## config.mk

```make
export PLATFORM = sky130hd
export DESIGN_NAME = acl_top
export DESIGN_NICKNAME = d
export VERILOG_FILES = /design/src/pkg/acl_pkg.sv /design/src/pkg/acl_route_if.sv /design/src/core/acl_route.sv /design/src/core/acl_top.sv
export SDC_FILE = /design/constraint.sdc
export NUM_CORES = 1
export LEC_CHECK = 0
export BUFFER_PORTS_ARGS = -buffer_cell sky130_fd_sc_hd__buf_4
export CORE_MARGIN = 2
export CORE_UTILIZATION = 54
export CTS_CLUSTER_SIZE = 8
export DETAILED_ROUTE_END_ITERATION = 8
export PLACE_DENSITY_LB_ADDON = 0.08
export SYNTH_ARGS = -nofsm -noshare
export SYNTH_HDL_FRONTEND = slang
export SYNTH_HIERARCHICAL = 1
export SYNTH_SLANG_ARGS = --single-unit
```

## constraint.sdc

```tcl
create_clock -name i_clk_sys -period 3.9 [get_ports i_clk_sys]
set_input_delay 0.78 -clock i_clk_sys [delete_from_list [all_inputs] [get_ports i_clk_sys]]
set_output_delay 0.78 -clock i_clk_sys [all_outputs]
set_load 0.01 [all_outputs]
```

## src/pkg/acl_pkg.sv

```systemverilog
// Purpose: shared constants and types of the converter control logic
// Assumes: 16-bit register port, 10-bit converter core
// Notes:   addresses are full byte addresses on the plain register port

package acl_pkg;

  // ***************************************************
  // widths
  // ***************************************************
  localparam int ACL_ADDR_W   = 32;
  localparam int ACL_DATA_W   = 16;
  localparam int ACL_SAMPLE_W = 10;
  localparam int ACL_SEL_W    = 4;
  localparam int ACL_EV_W     = 2;

  // ***************************************************
  // register addresses
  // ***************************************************
  localparam logic [31:0] ACL_ADDR_CONTROL = 32'h5000_1500;
  localparam logic [31:0] ACL_ADDR_CLEAR   = 32'h5000_1508;
  localparam logic [31:0] ACL_ADDR_RESULT  = 32'h5000_150a;
  localparam logic [31:0] ACL_ADDR_STATUS  = 32'h5000_1510;
  localparam logic [31:0] ACL_ADDR_MASK    = 32'h5000_1512;

  // ***************************************************
  // control register fields
  // ***************************************************
  localparam int ACL_B_FORCE_ZERO = 15;
  localparam int ACL_B_REG_ON     = 14;
  localparam int ACL_B_CHOP       = 13;
  localparam int ACL_B_MIDSCALE   = 12;
  localparam int ACL_B_SE         = 11;
  localparam int ACL_B_SIGN       = 10;
  localparam int ACL_B_SEL_HI     = 9;
  localparam int ACL_B_SEL_LO     = 6;
  localparam int ACL_B_IRQ_MASK   = 5;
  localparam int ACL_B_DONE       = 4;
  localparam int ACL_B_START      = 1;
  localparam int ACL_B_ENABLE     = 0;
  // plain read/write bits; start and done belong to the hardware
  localparam logic [15:0] ACL_CTRL_RW_MASK = 16'hffe1;
  localparam logic [15:0] ACL_CTRL_RESET   = 16'h0000;

  // ***************************************************
  // event bits of status and mask
  // ***************************************************
  localparam int ACL_EV_DONE    = 0;
  localparam int ACL_EV_IGNORED = 1;

  // ***************************************************
  // input selection codes
  // ***************************************************
  localparam logic [3:0] ACL_SEL_DIFF_PAIR01 = 4'h0;

  typedef enum logic [3:0] {
    ACL_CH_P0_0     = 4'h0,
    ACL_CH_P0_1     = 4'h1,
    ACL_CH_P0_2     = 4'h2,
    ACL_CH_P0_3     = 4'h3,
    ACL_CH_AGND     = 4'h4,
    ACL_CH_REF      = 4'h5,
    ACL_CH_RETAIN   = 4'h6,
    ACL_CH_BATT_HI  = 4'h7,
    ACL_CH_CONV_OUT = 4'h8,
    ACL_CH_BATT_LO  = 4'h9,
    ACL_CH_MIDSCALE = 4'he,
    ACL_CH_NONE     = 4'hf
  } acl_chan_t;

  typedef enum logic [1:0] {
    ACL_ST_IDLE   = 2'b00,
    ACL_ST_FIRST  = 2'b01,
    ACL_ST_SECOND = 2'b10
  } acl_state_t;

endpackage

```

## src/pkg/acl_route_if.sv

```systemverilog
// Purpose: carrier between control core and input router
// Assumes: one clock domain
// Notes:   router registers its channel outputs

`timescale 1ns/1ns

interface acl_route_if;
  import acl_pkg::*;
  logic [3:0] sel;
  logic       single_ended;
  logic       midscale;
  logic       sign;
  acl_chan_t  pos;
  acl_chan_t  neg;

  modport ctl (output sel, single_ended, midscale, sign,
               input  pos, neg);
  modport rt  (input  sel, single_ended, midscale, sign,
               output pos, neg);
endinterface

```

## src/core/acl_route.sv

```systemverilog
// Purpose: maps selection code and mode onto converter input channels
// Assumes: selection stable before a conversion starts
// Notes:   outputs registered; reserved codes connect nothing

`timescale 1ns/1ns

module acl_route
  import acl_pkg::*;
(
  // clock and reset
  input  wire logic i_clk_sys,
  input  wire logic i_reset,
  input  wire logic i_clk_en,
  // selection in, channels out
  acl_route_if.rt   rt
);

  typedef struct packed {
    acl_chan_t pos;
    acl_chan_t neg;
  } acl_rt_state_t;

  acl_rt_state_t s;
  acl_rt_state_t next_s;
  acl_chan_t     p;
  acl_chan_t     q;

  // channel decode, then polarity swap
  always_comb begin
    p = ACL_CH_NONE;
    q = ACL_CH_NONE;
    if (rt.single_ended) begin
      // codes above the last rail are reserved
      if (rt.sel <= ACL_CH_BATT_LO) begin
        p = acl_chan_t'(rt.sel); // [RQ7]
      end
      q = ACL_CH_NONE;
    end else if (rt.sel == ACL_SEL_DIFF_PAIR01) begin
      p = ACL_CH_P0_0; // [RQ8]
      q = ACL_CH_P0_1;
    end else begin
      p = ACL_CH_P0_2; // [RQ8]
      q = ACL_CH_P0_3;
    end
    // mute replaces the chosen input by mid-scale
    if (rt.midscale) begin
      p = ACL_CH_MIDSCALE; // [RQ3]
      q = ACL_CH_MIDSCALE;
    end
    next_s.pos = rt.sign ? q : p; // [RQ5]
    next_s.neg = rt.sign ? p : q;
  end

  // state register, frozen while clock enable is low
  always_ff @(posedge i_clk_sys) begin
    if (i_reset) begin
      s <= '{pos: ACL_CH_NONE, neg: ACL_CH_NONE};
    end else if (i_clk_en) begin
      s <= next_s;
    end
  end

  assign rt.pos = s.pos;
  assign rt.neg = s.neg;

endmodule // acl_route

```

## src/core/acl_top.sv

```systemverilog
// Purpose: control logic of the general-purpose 10-bit converter
// Assumes: converter core signals done as a level, data stable with it
// Notes:   registers on a plain port, read data one cycle later
//
// Notes on behaviour
// RQ1: force-zero and regulator-on bits, both reset clear
// RQ2: chopping takes two samples, opposite sign
// RQ3: mute samples mid-scale instead of input
// RQ4: input mode bit: 0 differential, 1 single-ended
// RQ5: sign bit inverts input and output polarity
// RQ6: software sets selection before setting start
// RQ7: single-ended codes route pins, rails, rest reserved
// RQ8: differential code 0 pins 0/1, else 2/3
// RQ9: done interrupt passes only while mask bit set
// RQ10: start begins conversion; completion clears it, sets done
// RQ11: done flag read-only, cleared by clear register write
// RQ12: enable low holds converter disabled and in reset
// RQ13: done line is flag AND mask, held level
//
// The strobed register port was decided locally.

`timescale 1ns/1ns

module acl_top
  import acl_pkg::*;
(
  // clock, reset, clock enable
  input  wire logic                    i_clk_sys,
  input  wire logic                    i_reset,
  input  wire logic                    i_clk_en,
  // register port
  input  wire logic [ACL_ADDR_W-1:0]   i_addr,
  input  wire logic [ACL_DATA_W-1:0]   i_wdata,
  input  wire logic                    i_wr,
  input  wire logic                    i_rd,
  output logic      [ACL_DATA_W-1:0]   o_rdata,
  // regulator and converter control
  output logic                         o_regulator_force_zero,
  output logic                         o_regulator_on,
  output logic                         o_converter_enable,
  output logic                         o_converter_reset,
  output logic                         o_chopping_enable,
  output logic                         o_midscale_sample,
  output logic                         o_single_ended_select,
  output logic                         o_sign_inversion,
  output logic                         o_sample_start,
  output acl_chan_t                    o_pos_channel,
  output acl_chan_t                    o_neg_channel,
  // converter core answer
  input  wire logic                    i_sample_done,
  input  wire logic [ACL_SAMPLE_W-1:0] i_sample_data,
  // interrupts
  output logic                         o_done_irq,
  output logic                         o_irq
);

  // ***************************************************
  // state
  // ***************************************************
  typedef struct packed {
    logic [ACL_DATA_W-1:0]   ctrl;
    acl_state_t              state;
    logic                    eff_sign;
    logic                    start_pulse;
    logic [ACL_SAMPLE_W-1:0] first;
    logic [ACL_SAMPLE_W-1:0] result;
    logic [ACL_EV_W-1:0]     status;
    logic [ACL_EV_W-1:0]     mask;
    logic [ACL_DATA_W-1:0]   rdata;
    logic                    done_meta;
    logic                    done_sync;
    logic                    done_prev;
    logic [ACL_SAMPLE_W-1:0] data_meta;
    logic [ACL_SAMPLE_W-1:0] data_sync;
  } acl_top_state_t;

  localparam acl_top_state_t ACL_TOP_RESET = '{
    ctrl:    ACL_CTRL_RESET,
    state:   ACL_ST_IDLE,
    default: '0
  };

  acl_top_state_t s;
  acl_top_state_t next_s;

  // ***************************************************
  // decode helpers
  // ***************************************************
  logic                    wr_ctrl;
  logic                    wr_clear;
  logic                    wr_status;
  logic                    wr_mask;
  logic                    done_edge;
  logic [ACL_SAMPLE_W-1:0] raw;
  logic [ACL_SAMPLE_W:0]   sum;

  // write decode; unmapped writes fall through and do nothing
  // full address match keeps neighbouring registers of the bus quiet
  assign wr_ctrl   = i_wr && (i_addr == ACL_ADDR_CONTROL);
  assign wr_clear  = i_wr && (i_addr == ACL_ADDR_CLEAR);
  assign wr_status = i_wr && (i_addr == ACL_ADDR_STATUS);
  assign wr_mask   = i_wr && (i_addr == ACL_ADDR_MASK);

  // only the synchronised copies are looked at, never the first stage
  // the core holds done high until its next start, so only a rise counts
  assign done_edge = s.done_sync && !s.done_prev;

  // output side of polarity inversion is done here in logic
  assign raw = s.eff_sign ? ~s.data_sync : s.data_sync; // [RQ5]

  // average of both chopped halves, offset cancels out
  // extra top bit keeps the carry of two full-scale halves
  assign sum = {1'b0, s.first} + {1'b0, raw}; // [RQ2]

  // ***************************************************
  // router instance
  // ***************************************************
  acl_route_if rif ();

  // selection and mode straight from the control register, sign from eff_sign
  assign rif.sel          = s.ctrl[ACL_B_SEL_HI:ACL_B_SEL_LO];
  assign rif.single_ended = s.ctrl[ACL_B_SE]; // [RQ4]
  assign rif.midscale     = s.ctrl[ACL_B_MIDSCALE];
  assign rif.sign         = s.eff_sign;

  acl_route u_route (
    .i_clk_sys (i_clk_sys),
    .i_reset   (i_reset),
    .i_clk_en  (i_clk_en),
    .rt        (rif.rt)
  );

  // ***************************************************
  // next-state logic
  // ***************************************************
  logic launch;
  logic go;
  logic finish;
  logic ignored;

  always_comb begin
    next_s      = s;
    launch      = 1'b0;
    go          = 1'b0;
    finish      = 1'b0;
    ignored     = 1'b0;
    next_s.start_pulse = 1'b0;

    // two-stage synchronisers for the core's answer
    next_s.done_meta = i_sample_done;
    next_s.done_sync = s.done_meta;
    next_s.done_prev = s.done_sync;
    next_s.data_meta = i_sample_data;
    next_s.data_sync = s.data_meta;

    // plain control bits; start and done kept by hardware
    if (wr_ctrl) begin
      next_s.ctrl = (i_wdata & ACL_CTRL_RW_MASK)
                  | (s.ctrl & ~ACL_CTRL_RW_MASK); // [RQ1] [RQ11]
      launch = i_wdata[ACL_B_START];
    end

    // a start is only taken while idle and enabled
    // a refused start is not queued; it only leaves a sticky event
    if (launch) begin
      if ((s.state == ACL_ST_IDLE) && next_s.ctrl[ACL_B_ENABLE]) begin
        go = 1'b1; // [RQ10]
      end else begin
        ignored = 1'b1;
      end
    end

    // conversion sequencer
    case (s.state)
      ACL_ST_IDLE: begin
        // sign follows the register between conversions
        next_s.eff_sign = next_s.ctrl[ACL_B_SIGN]; // [RQ5]
        if (go) begin
          next_s.state             = ACL_ST_FIRST;
          next_s.start_pulse       = 1'b1;
          next_s.ctrl[ACL_B_START] = 1'b1; // [RQ10]
        end
      end
      ACL_ST_FIRST: begin
        if (done_edge) begin
          if (s.ctrl[ACL_B_CHOP]) begin
            // second half with the opposite sign
            next_s.first       = raw; // [RQ2]
            next_s.eff_sign    = !s.eff_sign;
            next_s.start_pulse = 1'b1;
            next_s.state       = ACL_ST_SECOND;
          end else begin
            next_s.result = raw;
            finish        = 1'b1;
          end
        end
      end
      ACL_ST_SECOND: begin
        if (done_edge) begin
          next_s.result = sum[ACL_SAMPLE_W:1]; // [RQ2]
          finish        = 1'b1;
        end
      end
      default: begin
        next_s.state = ACL_ST_IDLE;
      end
    endcase

    // completion drops start and raises the done flag
    if (finish) begin
      next_s.state             = ACL_ST_IDLE;
      next_s.ctrl[ACL_B_START] = 1'b0; // [RQ10]
    end

    // disabled converter is held in reset, any run is abandoned
    // software must start again; a half-chopped result is never kept
    if (!next_s.ctrl[ACL_B_ENABLE]) begin
      next_s.state             = ACL_ST_IDLE; // [RQ12]
      next_s.ctrl[ACL_B_START] = 1'b0;
      next_s.start_pulse       = 1'b0;
      finish                   = 1'b0;
    end

    // done flag: any write to clear register, but a set wins
    if (finish) begin
      next_s.ctrl[ACL_B_DONE] = 1'b1; // [RQ10]
    end else if (wr_clear) begin
      next_s.ctrl[ACL_B_DONE] = 1'b0; // [RQ11]
    end

    // sticky events, write one to clear, set wins
    if (wr_status) begin
      next_s.status = s.status & ~i_wdata[ACL_EV_W-1:0];
    end
    if (finish) begin
      next_s.status[ACL_EV_DONE] = 1'b1;
    end
    if (ignored) begin
      next_s.status[ACL_EV_IGNORED] = 1'b1;
    end
    if (wr_mask) begin
      next_s.mask = i_wdata[ACL_EV_W-1:0];
    end

    // read data registered; unmapped and clear register read zero
    // reads have no side effects, so polling control is harmless
    next_s.rdata = '0;
    if (i_rd) begin
      case (i_addr)
        ACL_ADDR_CONTROL: begin
          next_s.rdata = s.ctrl;
        end
        ACL_ADDR_RESULT: begin
          next_s.rdata[ACL_SAMPLE_W-1:0] = s.result;
        end
        ACL_ADDR_STATUS: begin
          next_s.rdata[ACL_EV_W-1:0] = s.status;
        end
        ACL_ADDR_MASK: begin
          next_s.rdata[ACL_EV_W-1:0] = s.mask;
        end
        default: begin
          next_s.rdata = '0;
        end
      endcase
    end
  end

  // ***************************************************
  // state register
  // ***************************************************
  // clock enable low freezes everything, synchronisers included
  // reset wins over the clock enable so a frozen block still clears
  always_ff @(posedge i_clk_sys) begin
    if (i_reset) begin
      s <= ACL_TOP_RESET;
    end else if (i_clk_en) begin
      s <= next_s;
    end
  end

  // ***************************************************
  // outputs
  // ***************************************************
  // control pins straight from the register flops
  assign o_rdata                = s.rdata;
  assign o_regulator_force_zero = s.ctrl[ACL_B_FORCE_ZERO]; // [RQ1]
  assign o_regulator_on         = s.ctrl[ACL_B_REG_ON];     // [RQ1]
  assign o_converter_enable     = s.ctrl[ACL_B_ENABLE];     // [RQ12]
  assign o_converter_reset      = !s.ctrl[ACL_B_ENABLE];    // [RQ12]
  assign o_chopping_enable      = s.ctrl[ACL_B_CHOP];
  assign o_midscale_sample      = s.ctrl[ACL_B_MIDSCALE];   // [RQ3]
  assign o_single_ended_select  = s.ctrl[ACL_B_SE];         // [RQ4]
  assign o_sign_inversion       = s.eff_sign;               // [RQ5]
  assign o_sample_start         = s.start_pulse;
  assign o_pos_channel          = rif.pos;
  assign o_neg_channel          = rif.neg;

  // level toward the interrupt controller, held until the flag clears
  assign o_done_irq = s.ctrl[ACL_B_DONE]
                   && s.ctrl[ACL_B_IRQ_MASK]; // [RQ9] [RQ13]

  // summary interrupt of the sticky status bits
  assign o_irq = |(s.status & s.mask);

endmodule // acl_top

```

==> impl_metrics.json <==
{
  "avgSynthCellArea_um2": 8.91,
  "yosysMostFrequentCell": "dfxtp_1",
  "fin_nets": 639,
  "final.min_clock_period_ns": 2.92,
  "fmax_ghz": 0.343,
  "path_delay_family": "compound AO/OA/AOI/OAI gates",
  "maxUsedRoutingLayer": "met4",
  "clk_latency_ns": 0.36,
  "path_cells": "xor2_1 > nand2_1 > fa_1 > nor2b_1 > o21bai_1 > a21boi_0 > o211ai_1 > a32oi_1 > a211oi_1",
  "slew_violations": 0,
  "wl_met3_um": 662,
  "cp.arrival_ns": 3.12,
  "fp.coreArea_um2": 7810,
  "grt_pass1_vias": 3623,
  "syn_area_um2": 4400,
  "h-tree-depth": 3,
  "antenna_cells": 0,
  "cts_root_buffer": "clkbuf_8",
  "die_y_um": 94.3,
  "syn_nets": 572,
  "wl_um": 10000,
  "synth-warning-count": 6,
  "io_pins": 99,
  "dp_hpwl_um": 7070,
  "synth_area_leaders": "dfxtp_1, nor2_1, mux2i_1",
  "min_path_type": "flop to flop",
  "path_clk_slew_ns": 0.09,
  "async_flop_share": 0,
  "utilization": 0.675,
  "post_cts_buffers": 0,
  "route.detailed.drc": 0,
  "path_buf_inv": 0,
  "grt_max_degree": 93,
  "drtPass1Iterations": 4,
  "overflow": 0,
  "setup_tns_ns": 0,
  "fp.dieArea_um2": 8890,
  "maxCapViolCount": 0,
  "antenna_found_initial": 0,
  "rsz0062_at_grt": "false",
  "ctsHoldBuffers": 0,
  "grt_usage": 0.234,
  "seq_area_frac_synth": 0.405,
  "area_growth_pct": 19.7,
  "routed_via_density": 5.66,
  "irDropWorstVdd_uv": 204,
  "wl_met1_um": 4440,
  "relSlewSlack": 0.396,
  "cts.repair.resized": 0,
  "setup_viol": 0,
  "final-hold-violation-count": 0,
  "drive_gt1_frac": 0.228,
  "holdWs_ns": 0.476,
  "fp.dieW_um": 94.3,
  "placedCellCount": 652,
  "critPathMaxFanout": 9,
  "critPathMaxStageDelay_ns": 0.64,
  "numCtsBuffers": 9,
  "ys.flop_type": "dfxtp_1",
  "initial_utilization": 0.564,
  "ys_ff_latch": 89,
  "outcome": "complete, no violations",
  "synth_edf_count": 0,
  "grt_pass1_wl_um": 16800,
  "end_kind": "flop",
  "wl_per_cell_um": 15.0,
  "route.vias.total": 3779,
  "stdcell_count": 668,
  "crit_path_top_delay_cell": "dfxtp_1",
  "power_leakage_nw": 2.29,
  "clock-sinks": 89,
  "synth_common_cells": "dfxtp_1, nor2_1, nand2_1, mux2i_1, a21oi_1",
  "synthDistinctLibCells": 58,
  "drtIter0Drc": 180,
  "criticalPathCategory": "flop to flop",
  "cts_tree": "yes",
  "netlist_instances": 494,
  "clockBufferDepth": 2,
  "yosys.area.top_type": "dfxtp_1",
  "skew_ns": 0.00946,
  "routabilityCongestion": 0.885,
  "final.period_utilization": 0.748,
  "required_ns": 4.11,
  "route.met2.wl_um": 4770,
  "rows": 32,
  "synth.top_cell.area_share": 0.405,
  "worst_slew_pin_slew_ns": 0.905,
  "p_per_area_nw_per_um2": 343,
  "antenna_left": 0,
  "cp-start-kind": "flop",
  "numPortBuffers": 95
}
==> report_power, final <==
| group | internal (W) | switching, W |
|---|---|---|
| Clock | 0.000372 | 0.000344 |
| Sequential | 0.000925 | 0.00000953 |
| Combinational | 0.0000795 | 0.0000780 |
| Total | 0.00138 | 0.000431 |
==> state kept, by name, summed over array words and instances, names as in the netlist <==
| register | count |
|---|---|
| next_s | 12 |
| o_chopping_enable | 1 |
| o_converter_enable | 1 |
| o_midscale_sample | 1 |
| o_rdata | 16 |
| o_regulator_force_zero | 1 |
| o_regulator_on | 1 |
| o_sample_start | 1 |
| o_sign_inversion | 1 |
| o_single_ended_select | 1 |
| rif.sel | 4 |
| s | 41 |
| u_route/rt.neg | 4 |
| u_route/rt.pos | 4 |
==> placed cells by master (no fill, tap or decap), types with 9 or more instances in the layout <==
master,synthesis,final
o21ai_0,10,10
xor2_1,12,12
a211oi_1,11,11
dfxtp_1,89,89
buf_4,16,99
nand2_1,39,39
ha_1,13,13
mux2i_1,27,27
nor3_1,14,14
nor2_1,85,85
clkbuf_8,0,9
a22oi_1,13,13
a21oi_1,23,23
inv_1,14,14
==> metal layers <==
metal,vias up,GRT usage
li1,1882,-
met1,1766,0.305
met2,119,0.397
met3,12,0.0385
met4,0,0.0725
met5,-,0
==> cell type report <==
cell class                      count  area [um^2]
Multi-Input combinational cell    347         2330
Clock buffer                       10          128
Inverter                           15         56.3
Tap cell                          102          128
Clock inverter                      6          100
Timing Repair Buffer               99          743
Sequential cell                    89         1780
Fill cell                         675         2540
==> worst min-delay path: cells and delay by family (launching register included) <==
kind	cells	cell delay (ns)
AND/OR/NAND/NOR	1	0.06
AO/OA/AOI/OAI	1	0.05
flip-flops	1	0.32
==> through the flow <==
stage / power [W] / setup slack [ns] / cell area [um^2]
3_3_place_gp: 0.00111 / 1.03 / 5040
2_1_floorplan: 0.00103 / 0.952 / 4400
4_1_cts: 0.00182 / 0.965 / 5270
5_1_grt: 0.00188 / 0.758 / 5270
3_5_place_dp: 0.00111 / 0.988 / 5040
6_report: 0.00181 / 0.984 / 5270
==> kinds of logic (layout without fill, tap and decap cells) <==
group,Yosys count,in the layout,share of synthesized area
compound gates,103,103,0.166
xor+xnor,16,16,0.0318
fa+ha+maj,14,14,0.0415
buf+inv,58,130,0.0656
flops,89,89,0.405
mux,28,28,0.0648
simple gates,186,186,0.226
==> final timing paths <==
| path | startpoint | end | slack (ns) | cells past startpoint |
|---|---|---|---|---|
| min | o_sample_start$_SDFFE_PP0P_ | o_sample_start$_SDFFE_PP0P_ | 0.48 | 2 |
| max | o_sign_inversion$_SDFFE_PP0P_ | s[50]$_SDFFE_PP0P_ | 0.98 | 9 |
| max reg2reg | o_sign_inversion$_SDFFE_PP0P_ | s[50]$_SDFFE_PP0P_ | 0.98 | 9 |
| min reg2reg | o_sample_start$_SDFFE_PP0P_ | o_sample_start$_SDFFE_PP0P_ | 0.48 | 2 |
Power figures use the tool's default switching activity.
